--- src/verilog/mirq_pkg.sv ---
// Purpose: Constants for the MAC interrupt-enable, management port and station address bank
// Assumes: Avalon-MM word addressing by byte address, 32-bit data
// Notes: Offsets are byte addresses of aligned words
package mirq_pkg;
  localparam logic [5:0] OFF_STATUS = 6'h00;
  localparam logic [5:0] OFF_IRQ_EN = 6'h04;
  localparam logic [5:0] OFF_PORT = 6'h08;
  localparam logic [5:0] OFF_ADDR_HI = 6'h0c;
  localparam logic [5:0] OFF_ADDR_LO = 6'h10;
  localparam logic [5:0] OFF_EVT = 6'h14;
  localparam logic [5:0] OFF_EVT_MASK = 6'h18;
  localparam int FLAG_BAD_CARRIER = 0;
  localparam int FLAG_WAKE_PACKET = 1;
  localparam int FLAG_LINK_CHANGE = 2;
  localparam int PORT_CLK = 0;
  localparam int PORT_DIR = 1;
  localparam int PORT_DOUT = 2;
  localparam int PORT_DIN = 3;
  localparam int EVT_MDC_EDGE = 0;
  localparam int EVT_MDI_CHANGE = 1;
  localparam logic [2:0] RST_FLAGS = 3'h0;
  localparam logic [2:0] RST_PORT = 3'h0;
  localparam logic [31:0] RST_WORD = 32'h0000_0000;
  localparam logic [15:0] RST_ADDR_LO = 16'h0000;
  localparam logic [1:0] RST_EVT = 2'h0;
  localparam logic [31:0] ZERO_WORD = 32'h0000_0000;
  localparam logic [31:0] UNMAPPED_VALUE = 32'h0000_0000;
  typedef enum logic [1:0] {
    MIRQ_IDLE,
    MIRQ_ACK
  } mirq_bus_state_type;
endpackage : mirq_pkg

--- src/verilog/mirq_pin_if.sv ---
// Purpose: Carries the management pin levels between the top and the pin stage
// Assumes: Single clock domain
// Notes: Synchronised data level travels back to the top
interface mirq_pin_if;
  logic clk_level;
  logic dir_level;
  logic dout_level;
  logic din_sync;
  modport ctrl (output clk_level, output dir_level, output dout_level, input din_sync);
  modport pins (input clk_level, input dir_level, input dout_level, output din_sync);
endinterface : mirq_pin_if

--- src/verilog/mirq_pin_stage.sv ---
// Purpose: Registers management pin outputs and synchronises the data pin
// Assumes: Data pin arrives asynchronously
// Notes: Output enable high while the pin is driven
module mirq_pin_stage (
  input wire logic clk,
  input wire logic rst_b,
  mirq_pin_if.pins pif,
  input wire logic mdio_i,
  output logic mdio_o,
  output logic mdio_oe,
  output logic mdc_o
);
  import mirq_pkg::*;
  logic meta_r;
  logic sync_r;

  always_ff @(posedge clk) begin
    if (!rst_b) begin
      mdc_o <= 1'b0;
      mdio_o <= 1'b0;
      mdio_oe <= 1'b0;
    end else begin
      mdc_o <= pif.clk_level;
      mdio_o <= pif.dout_level;
      mdio_oe <= pif.dir_level;
    end
  end

  always_ff @(posedge clk) begin
    meta_r <= mdio_i;
    sync_r <= meta_r;
  end

  assign pif.din_sync = sync_r;
endmodule : mirq_pin_stage

--- src/verilog/mirq_regs.sv ---
// Purpose: Interrupt-enable, management bit-bang and station address registers
// Assumes: Avalon-MM slave, one wait state per access
// Notes: Unmapped reads return zero, unmapped writes are dropped
//
// The register addresses and register access over Avalon-MM were decided locally.
module mirq_regs (
  input wire logic clk,
  input wire logic rst_b,
  input wire logic [5:0] avs_address,
  input wire logic avs_read,
  input wire logic avs_write,
  input wire logic [31:0] avs_writedata,
  input wire logic [3:0] avs_byteenable,
  output logic [31:0] avs_readdata,
  output logic avs_waitrequest,
  input wire logic link_change_evt,
  input wire logic wake_packet_evt,
  input wire logic bad_carrier_evt,
  input wire logic mdio_i,
  output logic mdio_o,
  output logic mdio_oe,
  output logic mdc_o,
  output logic [47:0] station_addr,
  output logic ctrl_irq,
  output logic irq
);
  import mirq_pkg::*;

  mirq_pin_if pif ();
  mirq_bus_state_type state_r;
  logic [2:0] flags_r;
  logic [2:0] irq_en_r;
  logic [2:0] port_r;
  logic [31:0] addr_hi_r;
  logic [15:0] addr_lo_r;
  logic [1:0] evt_r;
  logic [1:0] evt_mask_r;
  logic din_prev_r;
  logic mdc_prev_r;
  logic [31:0] rd_nxt;
  logic [31:0] wmask;
  logic wr_go;
  logic rd_go;
  logic [1:0] evt_set;
  logic [31:0] irq_en_nxt;
  logic [31:0] port_nxt;
  logic [31:0] addr_lo_nxt;
  logic [31:0] evt_mask_nxt;

  function automatic logic [31:0] lane_mask(input logic [3:0] be);
    lane_mask = {{8{be[3]}}, {8{be[2]}}, {8{be[1]}}, {8{be[0]}}};
  endfunction : lane_mask

  function automatic logic [31:0] merge(input logic [31:0] old, input logic [31:0] wd,
                                        input logic [31:0] m);
    merge = (old & ~m) | (wd & m);
  endfunction : merge

  assign wmask = lane_mask(avs_byteenable);
  assign wr_go = (state_r == MIRQ_ACK) && avs_write;
  assign rd_go = (state_r == MIRQ_ACK) && avs_read;

  // Merged write words, sliced to each register's width
  assign irq_en_nxt = merge({29'h0, irq_en_r}, avs_writedata, wmask);
  assign port_nxt = merge({29'h0, port_r}, avs_writedata, wmask);
  assign addr_lo_nxt = merge({16'h0, addr_lo_r}, avs_writedata, wmask);
  assign evt_mask_nxt = merge({30'h0, evt_mask_r}, avs_writedata, wmask);

  // Bus handshake: one wait cycle, then acknowledge
  always_ff @(posedge clk) begin
    if (!rst_b) begin
      state_r <= MIRQ_IDLE;
    end else begin
      case (state_r)
        MIRQ_IDLE: begin
          if (avs_read || avs_write) begin
            state_r <= MIRQ_ACK;
          end
        end
        MIRQ_ACK: state_r <= MIRQ_IDLE;
        default: state_r <= MIRQ_IDLE;
      endcase
    end
  end

  always_ff @(posedge clk) begin
    if (!rst_b) begin
      avs_waitrequest <= 1'b1;
    end else begin
      avs_waitrequest <= !((state_r == MIRQ_IDLE) && (avs_read || avs_write));
    end
  end

  // Controller status flags: set wins over write-one clear
  always_ff @(posedge clk) begin
    if (!rst_b) begin
      flags_r <= RST_FLAGS;
    end else begin
      flags_r <= (flags_r & ~((wr_go && avs_address == OFF_STATUS) ?
                  (avs_writedata[2:0] & wmask[2:0]) : 3'h0))
                 | {link_change_evt, wake_packet_evt, bad_carrier_evt};
    end
  end

  // Interrupt enables
  always_ff @(posedge clk) begin
    if (!rst_b) begin
      irq_en_r <= RST_FLAGS;
    end else if (wr_go && avs_address == OFF_IRQ_EN) begin
      irq_en_r <= irq_en_nxt[2:0];
    end
  end

  // Management bit-bang port
  always_ff @(posedge clk) begin
    if (!rst_b) begin
      port_r <= RST_PORT;
    end else if (wr_go && avs_address == OFF_PORT) begin
      port_r <= port_nxt[2:0];
    end
  end

  // Station address
  always_ff @(posedge clk) begin
    if (!rst_b) begin
      addr_hi_r <= RST_WORD;
      addr_lo_r <= RST_ADDR_LO;
    end else if (wr_go && avs_address == OFF_ADDR_HI) begin
      addr_hi_r <= merge(addr_hi_r, avs_writedata, wmask);
    end else if (wr_go && avs_address == OFF_ADDR_LO) begin
      addr_lo_r <= addr_lo_nxt[15:0];
    end
  end

  // Pin events: management clock edge and data-in change
  assign evt_set = {pif.din_sync != din_prev_r, port_r[PORT_CLK] != mdc_prev_r};

  // Follows the synced level through reset, so no false edge after reset
  always_ff @(posedge clk) begin
    din_prev_r <= pif.din_sync;
  end

  always_ff @(posedge clk) begin
    if (!rst_b) begin
      mdc_prev_r <= 1'b0;
    end else begin
      mdc_prev_r <= port_r[PORT_CLK];
    end
  end

  // Sticky events, cleared by reading; a new event wins over the clear
  always_ff @(posedge clk) begin
    if (!rst_b) begin
      evt_r <= RST_EVT;
    end else begin
      // Only the bits handed out by this read are cleared
      evt_r <= (evt_r & ~((rd_go && avs_address == OFF_EVT) ? avs_readdata[1:0] : 2'h0))
               | evt_set;
    end
  end

  always_ff @(posedge clk) begin
    if (!rst_b) begin
      evt_mask_r <= RST_EVT;
    end else if (wr_go && avs_address == OFF_EVT_MASK) begin
      evt_mask_r <= evt_mask_nxt[1:0];
    end
  end

  // Read mux, reserved bits zero
  always_comb begin
    rd_nxt = UNMAPPED_VALUE;
    case (avs_address)
      OFF_STATUS: rd_nxt = {29'h0, flags_r};
      OFF_IRQ_EN: rd_nxt = {29'h0, irq_en_r};
      OFF_PORT: rd_nxt = {28'h0, pif.din_sync, port_r};
      OFF_ADDR_HI: rd_nxt = addr_hi_r;
      OFF_ADDR_LO: rd_nxt = {16'h0, addr_lo_r};
      OFF_EVT: rd_nxt = {30'h0, evt_r};
      OFF_EVT_MASK: rd_nxt = {30'h0, evt_mask_r};
      default: rd_nxt = UNMAPPED_VALUE;
    endcase
  end

  always_ff @(posedge clk) begin
    if (!rst_b) begin
      avs_readdata <= ZERO_WORD;
    end else if ((state_r == MIRQ_IDLE) && avs_read) begin
      avs_readdata <= rd_nxt;
    end
  end

  // Interrupt outputs and registered station address
  always_ff @(posedge clk) begin
    if (!rst_b) begin
      ctrl_irq <= 1'b0;
      irq <= 1'b0;
      station_addr <= {RST_WORD, RST_ADDR_LO};
    end else begin
      ctrl_irq <= |(flags_r & irq_en_r);
      irq <= |(evt_r & evt_mask_r);
      station_addr <= {addr_hi_r, addr_lo_r};
    end
  end

  assign pif.clk_level = port_r[PORT_CLK];
  assign pif.dir_level = port_r[PORT_DIR];
  assign pif.dout_level = port_r[PORT_DOUT];

  mirq_pin_stage u_pins (
    .clk(clk),
    .rst_b(rst_b),
    .pif(pif),
    .mdio_i(mdio_i),
    .mdio_o(mdio_o),
    .mdio_oe(mdio_oe),
    .mdc_o(mdc_o)
  );
endmodule : mirq_regs
--- config.mk ---
export PLATFORM = sky130hd
export DESIGN_NAME = mirq_regs
export DESIGN_NICKNAME = d
export VERILOG_FILES = /design/src/verilog/mirq_pkg.sv /design/src/verilog/mirq_pin_if.sv /design/src/verilog/mirq_pin_stage.sv /design/src/verilog/mirq_regs.sv
export SDC_FILE = /design/constraint.sdc
export NUM_CORES = 1
export LEC_CHECK = 0
export ABC_AREA = 1
export ABC_CLOCK_PERIOD_IN_PS = 1650
export BUFFER_PORTS_ARGS = -buffer_cell sky130_fd_sc_hd__buf_2
export CORE_MARGIN = 4
export CORE_UTILIZATION = 50
export DETAILED_ROUTE_END_ITERATION = 10
export HOLD_SLACK_MARGIN = 0.12
export PLACE_DENSITY_LB_ADDON = 0.2
export SETUP_SLACK_MARGIN = 0.5
export SLEW_MARGIN = 5
export SYNTH_ARGS = -nofsm -noshare
export SYNTH_HDL_FRONTEND = slang
export SYNTH_SLANG_ARGS = --single-unit
--- constraint.sdc ---
create_clock -name clk -period 1.65 [get_ports clk]
set_input_delay 0.2475 -clock clk [delete_from_list [all_inputs] [get_ports clk]]
set_output_delay 0.2475 -clock clk [all_outputs]
set_load 0.03 [all_outputs]
Yosys cells after proc, flatten, opt, wreduce, memory -nomap -nowiden. Index checks and enable logic that the tools add are counted. Widths: inputs -> output; s select.

Register bits after elaboration: 151. Output and inout port bits: 86. Logic and storage cells: 71.

Reductions and logical operators: 19. Mux-type cells: 3. Bitwise logic cells: 22. Equality and inequality tests: 8.

Operator list (number): $pmux 32 s7 (1); $and 32x32->32 (2); $not 32->32 (1); $or 32x32->32 (1); $eq 6x5->1 const B (3); $and 16x16->16 (1); $or 16x16->16 (1); $and 3x3->3 (5); $eq 6x4->1 const B (2); $logic_and 1x1->1 (11); $or 3x3->3 (3); $and 2x2->2 (3); $eq 6x3->1 const B (1); $logic_not 6->1 (1); $or 2x2->2 (2); $reduce_and 2->1 (2); $mux 3 (1); $not 3->3 (1); $reduce_or 3->1 (1); $logic_not 2->1 (1); $mux 2 (1); $ne 1x1->1 (2); $not 2->2 (1); $reduce_or 2->1 (1); 3 further kinds (3).

Logic depth before layout (Yosys ltp). Gate-level depths: netlist of the first run.

Word-level depth: 6. Mapped depth: 10. Depth with buffers taken out: 9.

Cells and area by module. From an unflattened synthesis of the first run, not the netlist that was laid out.

Cells, all modules: 659. Area total of the unflattened synthesis: 5381.4 um2.

By module, submodules not included: mirq_regs (area each 5258.8 um2, instances 1, seq. area each 2942.8 um2, cells an instance 648); mirq_pin_stage (area each 122.6 um2, instances 1, seq. area each 100.1 um2, cells an instance 11).

Worst setup path after synthesis of the first run. Ideal clock, no wire load.

Kind: in2reg. Start: input avs_address[1]. End: register with a tool-made name. Arrival time: 1262 ps. Cell stages on the path: 9. Library setup time: 116 ps. Setup slack: 271 ps. Data required time: 1534 ps. Path through: nor2_4 -> nand2_4 -> nor2_8 -> inv_4 -> nor2_8 -> nand2_2 -> buf_6 -> o21ai_1 -> a21oi_1.

RTL lines: from (decl) (RTL line mirq_regs.sv:9) `input wire logic [5:0] avs_address,`.

Worst setup path after layout of the first run.
Start: register state_r[0]. End: register avs_readdata[18].

Cells in the longest elaborated chain, start to end: 2.

RTL lines: from (decl) (RTL line mirq_regs.sv:30) `mirq_bus_state_type state_r;`; from (signal assigned) (RTL line mirq_regs.sv:72) `state_r <= MIRQ_IDLE;`; from (signal assigned) (RTL line mirq_regs.sv:77) `state_r <= MIRQ_ACK;`; from (signal assigned) (RTL line mirq_regs.sv:80) `MIRQ_ACK: state_r <= MIRQ_IDLE;`; $logic_not 2->1 (RTL line mirq_regs.sv:188) `end else if ((state_r == MIRQ_IDLE) && avs_read) begin`; $logic_and 1x1->1 (RTL line mirq_regs.sv:188); to (signal assigned) (RTL line mirq_regs.sv:189) `avs_readdata <= rd_nxt;`; to (decl) (RTL line mirq_regs.sv:14) `output logic [31:0] avs_readdata,`.

No other way between the ends. A chain may end at the register's enable or synchronous reset.

==> results of run 1 <==
per-layer routing:
metal,vias to the layer above,global-route usage (%),part of all wire (%)
met3,86,6.39,7.6
met5,-,0,0
met1,2604,27.3,35
met4,0,9.00,5.7
met2,349,44.8,52
li1,2545,-,-
stage by stage:
stage	power (uW)	setup WS (ns)	util, %	cells	area [um2]
final	7840	0.344	84.7	1030	8740
after global routing	8040	0.315	84.7	1030	8740
after CTS	7690	0.366	77.8	1004	8030
after detailed placement	4050	0.0334	60.2	915	6210
after global placement	4050	0.128	60.2	915	6210
after floorplan	3910	0.293	-	656	5380
worst reg2reg max path, cell delays in order, from the launching register on:
cell     delay, ns
dfxtp_4       0.37
buf_6         0.12
nor2_4        0.18
buf_8         0.19
nand2_8       0.10
o21ai_1       0.23
layout make-up:
class                   instances  area [um2]  share of cell area [%]
inverters                      98         395                    4.52
diodes                          1        2.50                  0.0286
clock buffers                  21         459                    5.25
flip-flops and latches        151        3130                    35.9
multi-input cells             380        2290                    26.3
well taps                     136         170                    1.95
repair buffers                232        2180                    25.0
clock inverters                11        98.8                    1.13
repair_timing:
item                                    4_1_cts  5_1_grt
pin swaps                                     5       27
endpoints found under the hold margin        61        0
endpoints found under the setup margin      174      161
gates cloned                                  1        3
resized for setup                           284      146
hold buffers                                 41        0
setup buffers                                15       22
cell usage after synthesis (all sizes together):
library cell / n / share of area, %
o21ai: 61 / 5.7
a21oi: 65 / 6.1
xnor2: 2 / 0.33
buf: 10 / 1.2
inv: 98 / 7.0
clkbuf: 19 / 1.3
dfxtp: 151 / 57
a22oi: 1 / 0.14
nand3: 48 / 4.5
nor3: 1 / 0.094
nand2: 141 / 10
a211oi: 1 / 0.24
o22ai: 8 / 0.94
nor2: 40 / 4.0
nor4: 1 / 0.24
nand4: 9 / 1.1
worst paths after layout:
kind	startpoint	slack [ns]	to	cells past startpoint
worst max-delay path	state_r[0]$_SDFFE_PN0N_	0.34	avs_readdata[18]$_SDFFE_PN0P_	5
worst min-delay path	avs_read	0.16	evt_r[0]$_SDFF_PN0_	4
worst max register to register	state_r[0]$_SDFFE_PN0N_	0.34	avs_readdata[18]$_SDFFE_PN0P_	5
worst min register to register	u_pins.meta_r$_DFF_P_	0.33	u_pins.pif.din_sync$_DFF_P_	0
power breakdown:
part | switching (uW) | internal, uW
sequential | 18.0 | 3660
combinational | 298 | 212
clock | 1530 | 2120
total | 1850 | 5990
kinds of logic (layout without fill, tap and decap cells):
group | Yosys count | in the layout | share of synthesized area [%]
flip-flops | 151 | 151 | 56.9
XOR/XNOR | 2 | 2 | 0.330
AO/OA/AOI/OAI | 136 | 136 | 13.2
other | 0 | 1 | 0
AND/OR/NAND/NOR | 240 | 242 | 20.1
buffers and inverters | 127 | 362 | 9.56
==> results.toml, run 1 <==
[status]
status = "complete, no violations"

[sta]
fin_crit_sh_pct = 79.1
rsz0062_at_grt = "true"
clock_skew_ns = 0.00618
maxSlewViolCount = 0
slew_headroom_pct = 63.0
worst_slew_pin_slew_ns = 0.553
final_hold_viol_count = 0
timing.fmax_ghz = 0.766
finalSetupViolCount = 0
whs_ns = 0.165
setup_tns_ns = 0
period_needed_ns = 1.31

[setup_path]
crit_path_cell_trace = "buf_6 -> nor2_4 -> buf_8 -> nand2_8 -> o21ai_1"
path_delay_family = "flip-flops"
critPathMaxStageDelay_ns = 0.37
path_class = "reg -> reg"
crit_path_start_kind = "register"
crit_arrival_ns = 1.73
required_ns = 2.08
crit_buf_inv = 2
endpoint_kind = "register"
slowest_stage = "dfxtp_4"
path_max_fanout = 8

[clock_network]
tritoncts = "built"
htreeDepth = 4
clockBufferDepth = 2
clk_latency_ns = 0.53
cts_root_buf = "clkbuf_8"
cts_sinks = 151
path_clk_slew_ns = 0.06
numCtsBuffers = 17

[logic_synthesis]
syn_inst = 656
avgSynthCellArea_um2 = 8.10
synth_area_um2 = 5320
synth.net_count = 706
synth_seq_cells = 151
ys_seq_area_share_pct = 56.9
synth_warnings = 0
ys_types = 27

[global_route]
grt_use_total_pct = 24.5
grt_max_degree = 107
grt_pass1_wl_um = 24500
first_global_vias = 5056
grt_overflow = 0
antenna_found_initial = 1

[detailed_routing]
post-route-drc-count = 0
drtIter0Drc = 350
num_vias = 5584
final_antenna_net_count = 0
dr.pass1.iters = 5
finalWirelength_um = 19100
viasPerCell = 5.42
wl_per_cell_um = 18.5

[flow_run]
maxCapViolCount = 0

[min_path]
hp-class = "in -> reg"

[place]
gp_congestion = 0.840
portBuffers = 135
hpwl_um = 9070

[floorplanning]
initial_core_util_pct = 51.5
die_w_um = 111
dieArea_um2 = 12300
ios = 136
die_y_um = 111
rows = 37
core_area_um2 = 10300

[finish]
final_common_cell = "nand2_1"
syn_to_final_growth_pct = 64.4
drive_above_1_share_pct = 46.4
fillers = 517
layout_common_cells = "120 x nand2_1, 100 x buf_6, 90 x inv_1"
fin_nets = 930

[power_and_ir_drop]
irDropWorstVdd_uv = 615
cellPowerDensity_nw_per_um2 = 897
leakage_uw = 0.00401
(Power assumes the default switching activity.)
==> inputs of run 2 (changes only) <==
ABC_AREA = 0   (was 1)
ABC_CLOCK_PERIOD_IN_PS = 1180   (was 1650)
CORE_UTILIZATION = 47   (was 50)
clock period = 1.18 ns   (was 1.65 ns; I/O delays follow)
==> run 2 against run 1 <==
- the run now ends with hold timing, setup timing left
- core utilization shrank 7.1 points
- flip-flop and latch count is the same
- via count shrank 21%
- first-iteration DRC count shrank 33%
- critical path depth is the same
- register-to-register slack lost 0.60 ns
- clock power grew 69%
- highest routed layer unchanged
==> results.toml, run 2 <==
[place]
gp_congestion = 0.786
placed_area_um2 = 6430
dp_cells = 789
portBuffers = 135
hpwl_um = 8860

[clock_network]
clockBufferDepth = 2
cts_root_buf = "clkbuf_16"
htreeDepth = 4
numCtsBuffers = 17
cts_sinks = 151
path_clk_slew_ns = 0.06
holdBufCountCts = 19
tritoncts = "built"
clk_latency_ns = 0.41

[setup_path]
regToRegSetupSlack_ns = -0.26
crit_buf_inv = 1
path_max_fanout = 8
r2r-start = "state_r[0]$_SDFFE_PN0N_"
crit_path_start_kind = "register"
path_class = "reg -> reg"
required_ns = 1.48
critPathMaxStageDelay_ns = 0.49
slowest_stage = "or4b_4"
crit_arrival_ns = 1.74
path_delay_family = "simple AND/OR/NAND/NOR gates"
rr_worst_depth = 5
endpoint_kind = "register"
crit_path_cell_trace = "nand3_2 -> or4b_4 -> buf_6 -> mux2i_1 -> nor2b_1"

[detailed_routing]
post-route-drc-count = 0
final_antenna_net_count = 0
num_vias = 4388
viasPerCell = 5.05
dr.pass1.iters = 4
wl_per_cell_um = 17.0
finalWirelength_um = 14800
drtIter0Drc = 235

[sta]
clock_skew_ns = 0.00532
finalSetupViolCount = 91
slew_headroom_pct = 67.8
postLayoutSetupSlackWorst_ns = -0.256
rsz0062_at_grt = "true"
timing.fmax_ghz = 0.696
final_hold_viol_count = 2
whs_ns = -0.0259
worst_slew_pin_slew_ns = 0.482
maxSlewViolCount = 0
period_needed_ns = 1.44
fin_crit_sh_pct = 122

[finish]
drive_above_1_share_pct = 52.0
fin_nets = 766
fillers = 680
final_common_cell = "buf_6"
syn_to_final_growth_pct = 60.1
final_util_pct = 77.6
final_cell_area_um2 = 8480
n_antenna_cell = 0
final_cell_count_no_fill = 869
layout_common_cells = "100 x buf_6, 90 x dfxtp_2, 61 x dfxtp_1"

[power_and_ir_drop]
clkPwrFrac_pct = 51.7
irDropWorstVdd_uv = 1120
leakage_uw = 0.00388
switching_share_pct = 20.1
power_frac_comb_pct = 5.2
p_int_uw = 9520
seq_power_share_pct = 43.1
switchingPower_uw = 2400
cellPowerDensity_nw_per_um2 = 1410
p_total_uw = 11900

[flow_run]
maxCapViolCount = 0

[min_path]
hp-start = "bad_carrier_evt"
hp-class = "in -> reg"
holdPathStages = 2
min_to = "flags_r[0]$_SDFF_PN0_"

[status]
violations = "hold timing, setup timing"
status = "finished, violations left"

[logic_synthesis]
synth.net_count = 551
synth_seq_cells = 151
ys_types = 42
syn_inst = 501
ys.flop_type = "dfxtp_1"
synth_warnings = 0
synth_area_leaders = "dfxtp_1 57%, mux2i_1 9.4%, and2_1 4.5%"
synth_area_um2 = 5300
ys_seq_area_share_pct = 57.0
avgSynthCellArea_um2 = 10.6
synth_edf_count = 0
synth_top_area_share_pct = 57.0
synth_commonest_cells = "151 x dfxtp_1, 56 x nand2_1, 50 x mux2i_1"
synth_most_common_cell = "dfxtp_1"
yosys.area.top_type = "dfxtp_1"
async_reset_ff_share_pct = 0

[global_route]
first_global_vias = 4717
grt_pass1_wl_um = 23800
antenna_found_initial = 0
grt_overflow = 0
grt_use_total_pct = 23.5
grt_max_degree = 35

[floorplanning]
die_y_um = 114
core_area_um2 = 10900
dieArea_um2 = 13000
die_w_um = 114
rows = 38
initial_core_util_pct = 48.5
ios = 136
-- run 2: worst max path at each step --
stage	to	from	depth (start not counted)
2_1_floorplan	register	avs_address[5]	5
3_3_place_gp	register	avs_address[5]	6
3_5_place_dp	register	avs_address[5]	6
4_1_cts	register	state_r[0]$_SDFFE_PN0N_	5
5_1_grt	register	state_r[0]$_SDFFE_PN0N_	5
6_report	register	state_r[0]$_SDFFE_PN0N_	5
-- run 2: repair_timing --
action                     in CTS  in global routing
setup endpoints to repair     185                185
cloned                          3                  1
hold endpoints to repair       51                 25
pin swaps                      16                  9
buffers inserted               16                  9
gates resized for setup       321                 26
-- run 2: logic make-up (layout without fill, tap and decap cells) --
family | Yosys count | in the layout | synth area share, %
xor gates and xnor gates | 2 | 2 | 0.331
buffers and inverters | 52 | 280 | 4.27
muxes | 52 | 52 | 10.1
AOI/OAI and AO/OA | 75 | 75 | 10.4
DFF | 151 | 151 | 57.0
and+or+nand+nor | 169 | 169 | 17.9
-- run 2: stage by stage --
step	worst slack [ns]	setup TNS, ns	hold WS, ns
6_report	-0.256	-13.08	-0.0259
5_1_grt	-0.309	-17.72	-0.0262
4_1_cts	-0.257	-11.29	-0.0310
3_5_place_dp	-0.533	-39.41	0.287
3_3_place_gp	-0.488	-36.79	0.280
2_1_floorplan	-0.412	-26.52	0.205
-- run 2: power by group through the flow --
| stage | Sequential (uW) | Clock [uW] | Combinational (uW) |
|---|---|---|---|
| finish | 5140 | 6160 | 619 |
| global route | 5140 | 6470 | 667 |
| CTS | 5140 | 6180 | 582 |
| detailed placement | 5250 | 0 | 446 |
| global placement | 5250 | 0 | 440 |
| floorplan | 5250 | 0 | 254 |
-- run 2: worst reg2reg max path, stage by stage (launching register included) --
cell	delay (ns)
dfxtp_2	0.34
nand3_2	0.08
or4b_4	0.49
buf_6	0.17
mux2i_1	0.18
nor2b_1	0.06
-- run 2: metal layers --
| metal | GRT usage (%) | routed length (um) | vias up |
|---|---|---|---|
| li1 | - | - | 2133 |
| met1 | 27.4 | 5800 | 2120 |
| met2 | 41.1 | 8000 | 115 |
| met3 | 5.76 | 696 | 20 |
| met4 | 9.82 | 282 | 0 |
| met5 | 0 | 0 | - |
-- run 2: layout make-up --
| cell class | instances | area [um2] | share of cell area (%) |
|---|---|---|---|
| multi-input cells | 298 | 2270 | 26.7 |
| clock buffers | 20 | 457 | 5.38 |
| flip-flops and latches | 151 | 3140 | 37.0 |
| repair buffers | 228 | 2150 | 25.4 |
| well taps | 140 | 175 | 2.06 |
| clock inverters | 12 | 223 | 2.62 |
| inverters | 20 | 75.1 | 0.885 |
==> inputs of run 3 (changes only) <==
MAX_ROUTING_LAYER = met4   (was not set)
==> run 3 against run 2 <==
- the run still ends with hold timing, setup timing left
- via count is 1.0% higher
- final cell count stayed put
- combinational power hardly changed
- first-iteration DRC count is 20% higher
- global-route usage is 0.76 points higher
- die area stayed put
- power hardly changed
- largest cell class unchanged
- non-clock buffer count stayed put
- register-to-register slack hardly changed
==> results.toml, run 3 (synthesized netlist as in run 2, its figures left out) <==
[status]
status = "finished, violations left"
violations = "hold timing, setup timing"

[setup_path]
path_delay_family = "simple AND/OR/NAND/NOR gates"
rr_worst_depth = 5
crit_buf_inv = 1
crit_path_start_kind = "register"
crit_arrival_ns = 1.74
endpoint_kind = "register"
slowest_stage = "or4b_4"
r2r-start = "state_r[0]$_SDFFE_PN0N_"
required_ns = 1.48
path_class = "reg -> reg"
crit_path_cell_trace = "nand3_2 -> or4b_4 -> buf_6 -> mux2i_1 -> nor2b_1"
regToRegSetupSlack_ns = -0.26
path_max_fanout = 8
critPathMaxStageDelay_ns = 0.49

[sta]
finalSetupViolCount = 91
slew_headroom_pct = 67.9
worst_slew_pin_slew_ns = 0.481
clock_skew_ns = 0.00659
final_hold_viol_count = 2
period_needed_ns = 1.44
maxSlewViolCount = 0
timing.fmax_ghz = 0.695
setup_tns_ns = -13.08
rsz0062_at_grt = "true"
postLayoutSetupSlackWorst_ns = -0.260
fin_crit_sh_pct = 122
whs_ns = -0.0238

[detailed_routing]
finalWirelength_um = 14800
drtIter0Drc = 282
final_antenna_net_count = 0
num_vias = 4433
dr.pass1.iters = 4
wl_per_cell_um = 17.0
post-route-drc-count = 0
viasPerCell = 5.10

[floorplanning]
initial_core_util_pct = 48.5
core_area_um2 = 10900
rows = 38
ios = 136
die_w_um = 114
dieArea_um2 = 13000
die_y_um = 114

[min_path]
hp-class = "in -> reg"
holdPathStages = 2
hp-start = "bad_carrier_evt"
min_to = "flags_r[0]$_SDFF_PN0_"

[clock_network]
clockBufferDepth = 2
clk_latency_ns = 0.41
cts_root_buf = "clkbuf_16"
holdBufCountCts = 19
tritoncts = "built"
path_clk_slew_ns = 0.06
cts_sinks = 151
numCtsBuffers = 17
htreeDepth = 4

[finish]
layout_common_cells = "100 x buf_6, 90 x dfxtp_2, 61 x dfxtp_1"
drive_above_1_share_pct = 52.3
syn_to_final_growth_pct = 60.2
fin_nets = 766
final_common_cell = "buf_6"
final_cell_count_no_fill = 869
fillers = 677
n_antenna_cell = 0
final_cell_area_um2 = 8490

[power_and_ir_drop]
leakage_uw = 0.00388
cellPowerDensity_nw_per_um2 = 1400
p_total_uw = 11900
irDropWorstVdd_uv = 1120

[place]
hpwl_um = 8860
placed_area_um2 = 6430
gp_congestion = 0.797
dp_cells = 789
portBuffers = 135

[global_route]
grt_max_degree = 35
first_global_vias = 4715
grt_overflow = 0
grt_pass1_wl_um = 23800
antenna_found_initial = 0
grt_use_total_pct = 24.3

[flow_run]
maxCapViolCount = 0
run 3: cell count changes in the layout (fill, tap and decap cells not counted):
cell,delta
a21boi_1,-1
nand2_2,+1
nand2_1,-1
a21boi_2,+1
run 3: report_power, final:
part | internal, uW | switching [uW] | leakage, uW | total [uW]
clock network | 4080 | 2080 | 0.000326 | 6150
registers | 5120 | 17.7 | 0.00126 | 5140
logic | 323 | 297 | 0.00229 | 620
total | 9520 | 2390 | 0.00388 | 11900
run 3: area by class of cell:
type | instances | area (um2) | share of cell area [%]
tap | 140 | 175 | 2.06
inverter | 20 | 75.1 | 0.884
clock buffer | 20 | 457 | 5.38
sequential | 151 | 3140 | 36.9
multi-input combinational | 298 | 2270 | 26.8
timing repair buffer | 228 | 2150 | 25.3
clock inverter | 12 | 223 | 2.62
run 3: metal layers:
layer | wire (um) | global-route usage [%] | share of wire (%)
met5 | 0 | - | 0
met4 | 257 | 9.34 | 1.7
met3 | 610 | 5.76 | 4.1
met2 | 7950 | 41.2 | 54
met1 | 5970 | 27.7 | 40
run 3: how the worst max path moves through the flow:
stage,cells after the start,endpoint,start
after floorplan,5,register,avs_address[5]
after global placement,6,register,avs_address[5]
after detailed placement,6,register,avs_address[5]
after CTS,5,register,state_r[0]$_SDFFE_PN0N_
after global routing,5,register,state_r[0]$_SDFFE_PN0N_
final,5,register,state_r[0]$_SDFFE_PN0N_
run 3: repair_timing:
action | CTS | global route
gates resized for setup | 321 | 28
hold endpoints to repair | 51 | 26
setup endpoints to repair | 185 | 185
buffers inserted | 16 | 9
pin swaps | 16 | 9
gates cloned | 3 | 1
run 3: metrics by stage:
| stage | setup slack [ns] | utilization (%) |
|---|---|---|
| 5_1_grt | -0.312 | 77.6 |
| 3_5_place_dp | -0.533 | 58.8 |
| 2_1_floorplan | -0.412 | - |
| 6_report | -0.260 | 77.6 |
| 3_3_place_gp | -0.488 | 58.8 |
| 4_1_cts | -0.257 | 75.9 |
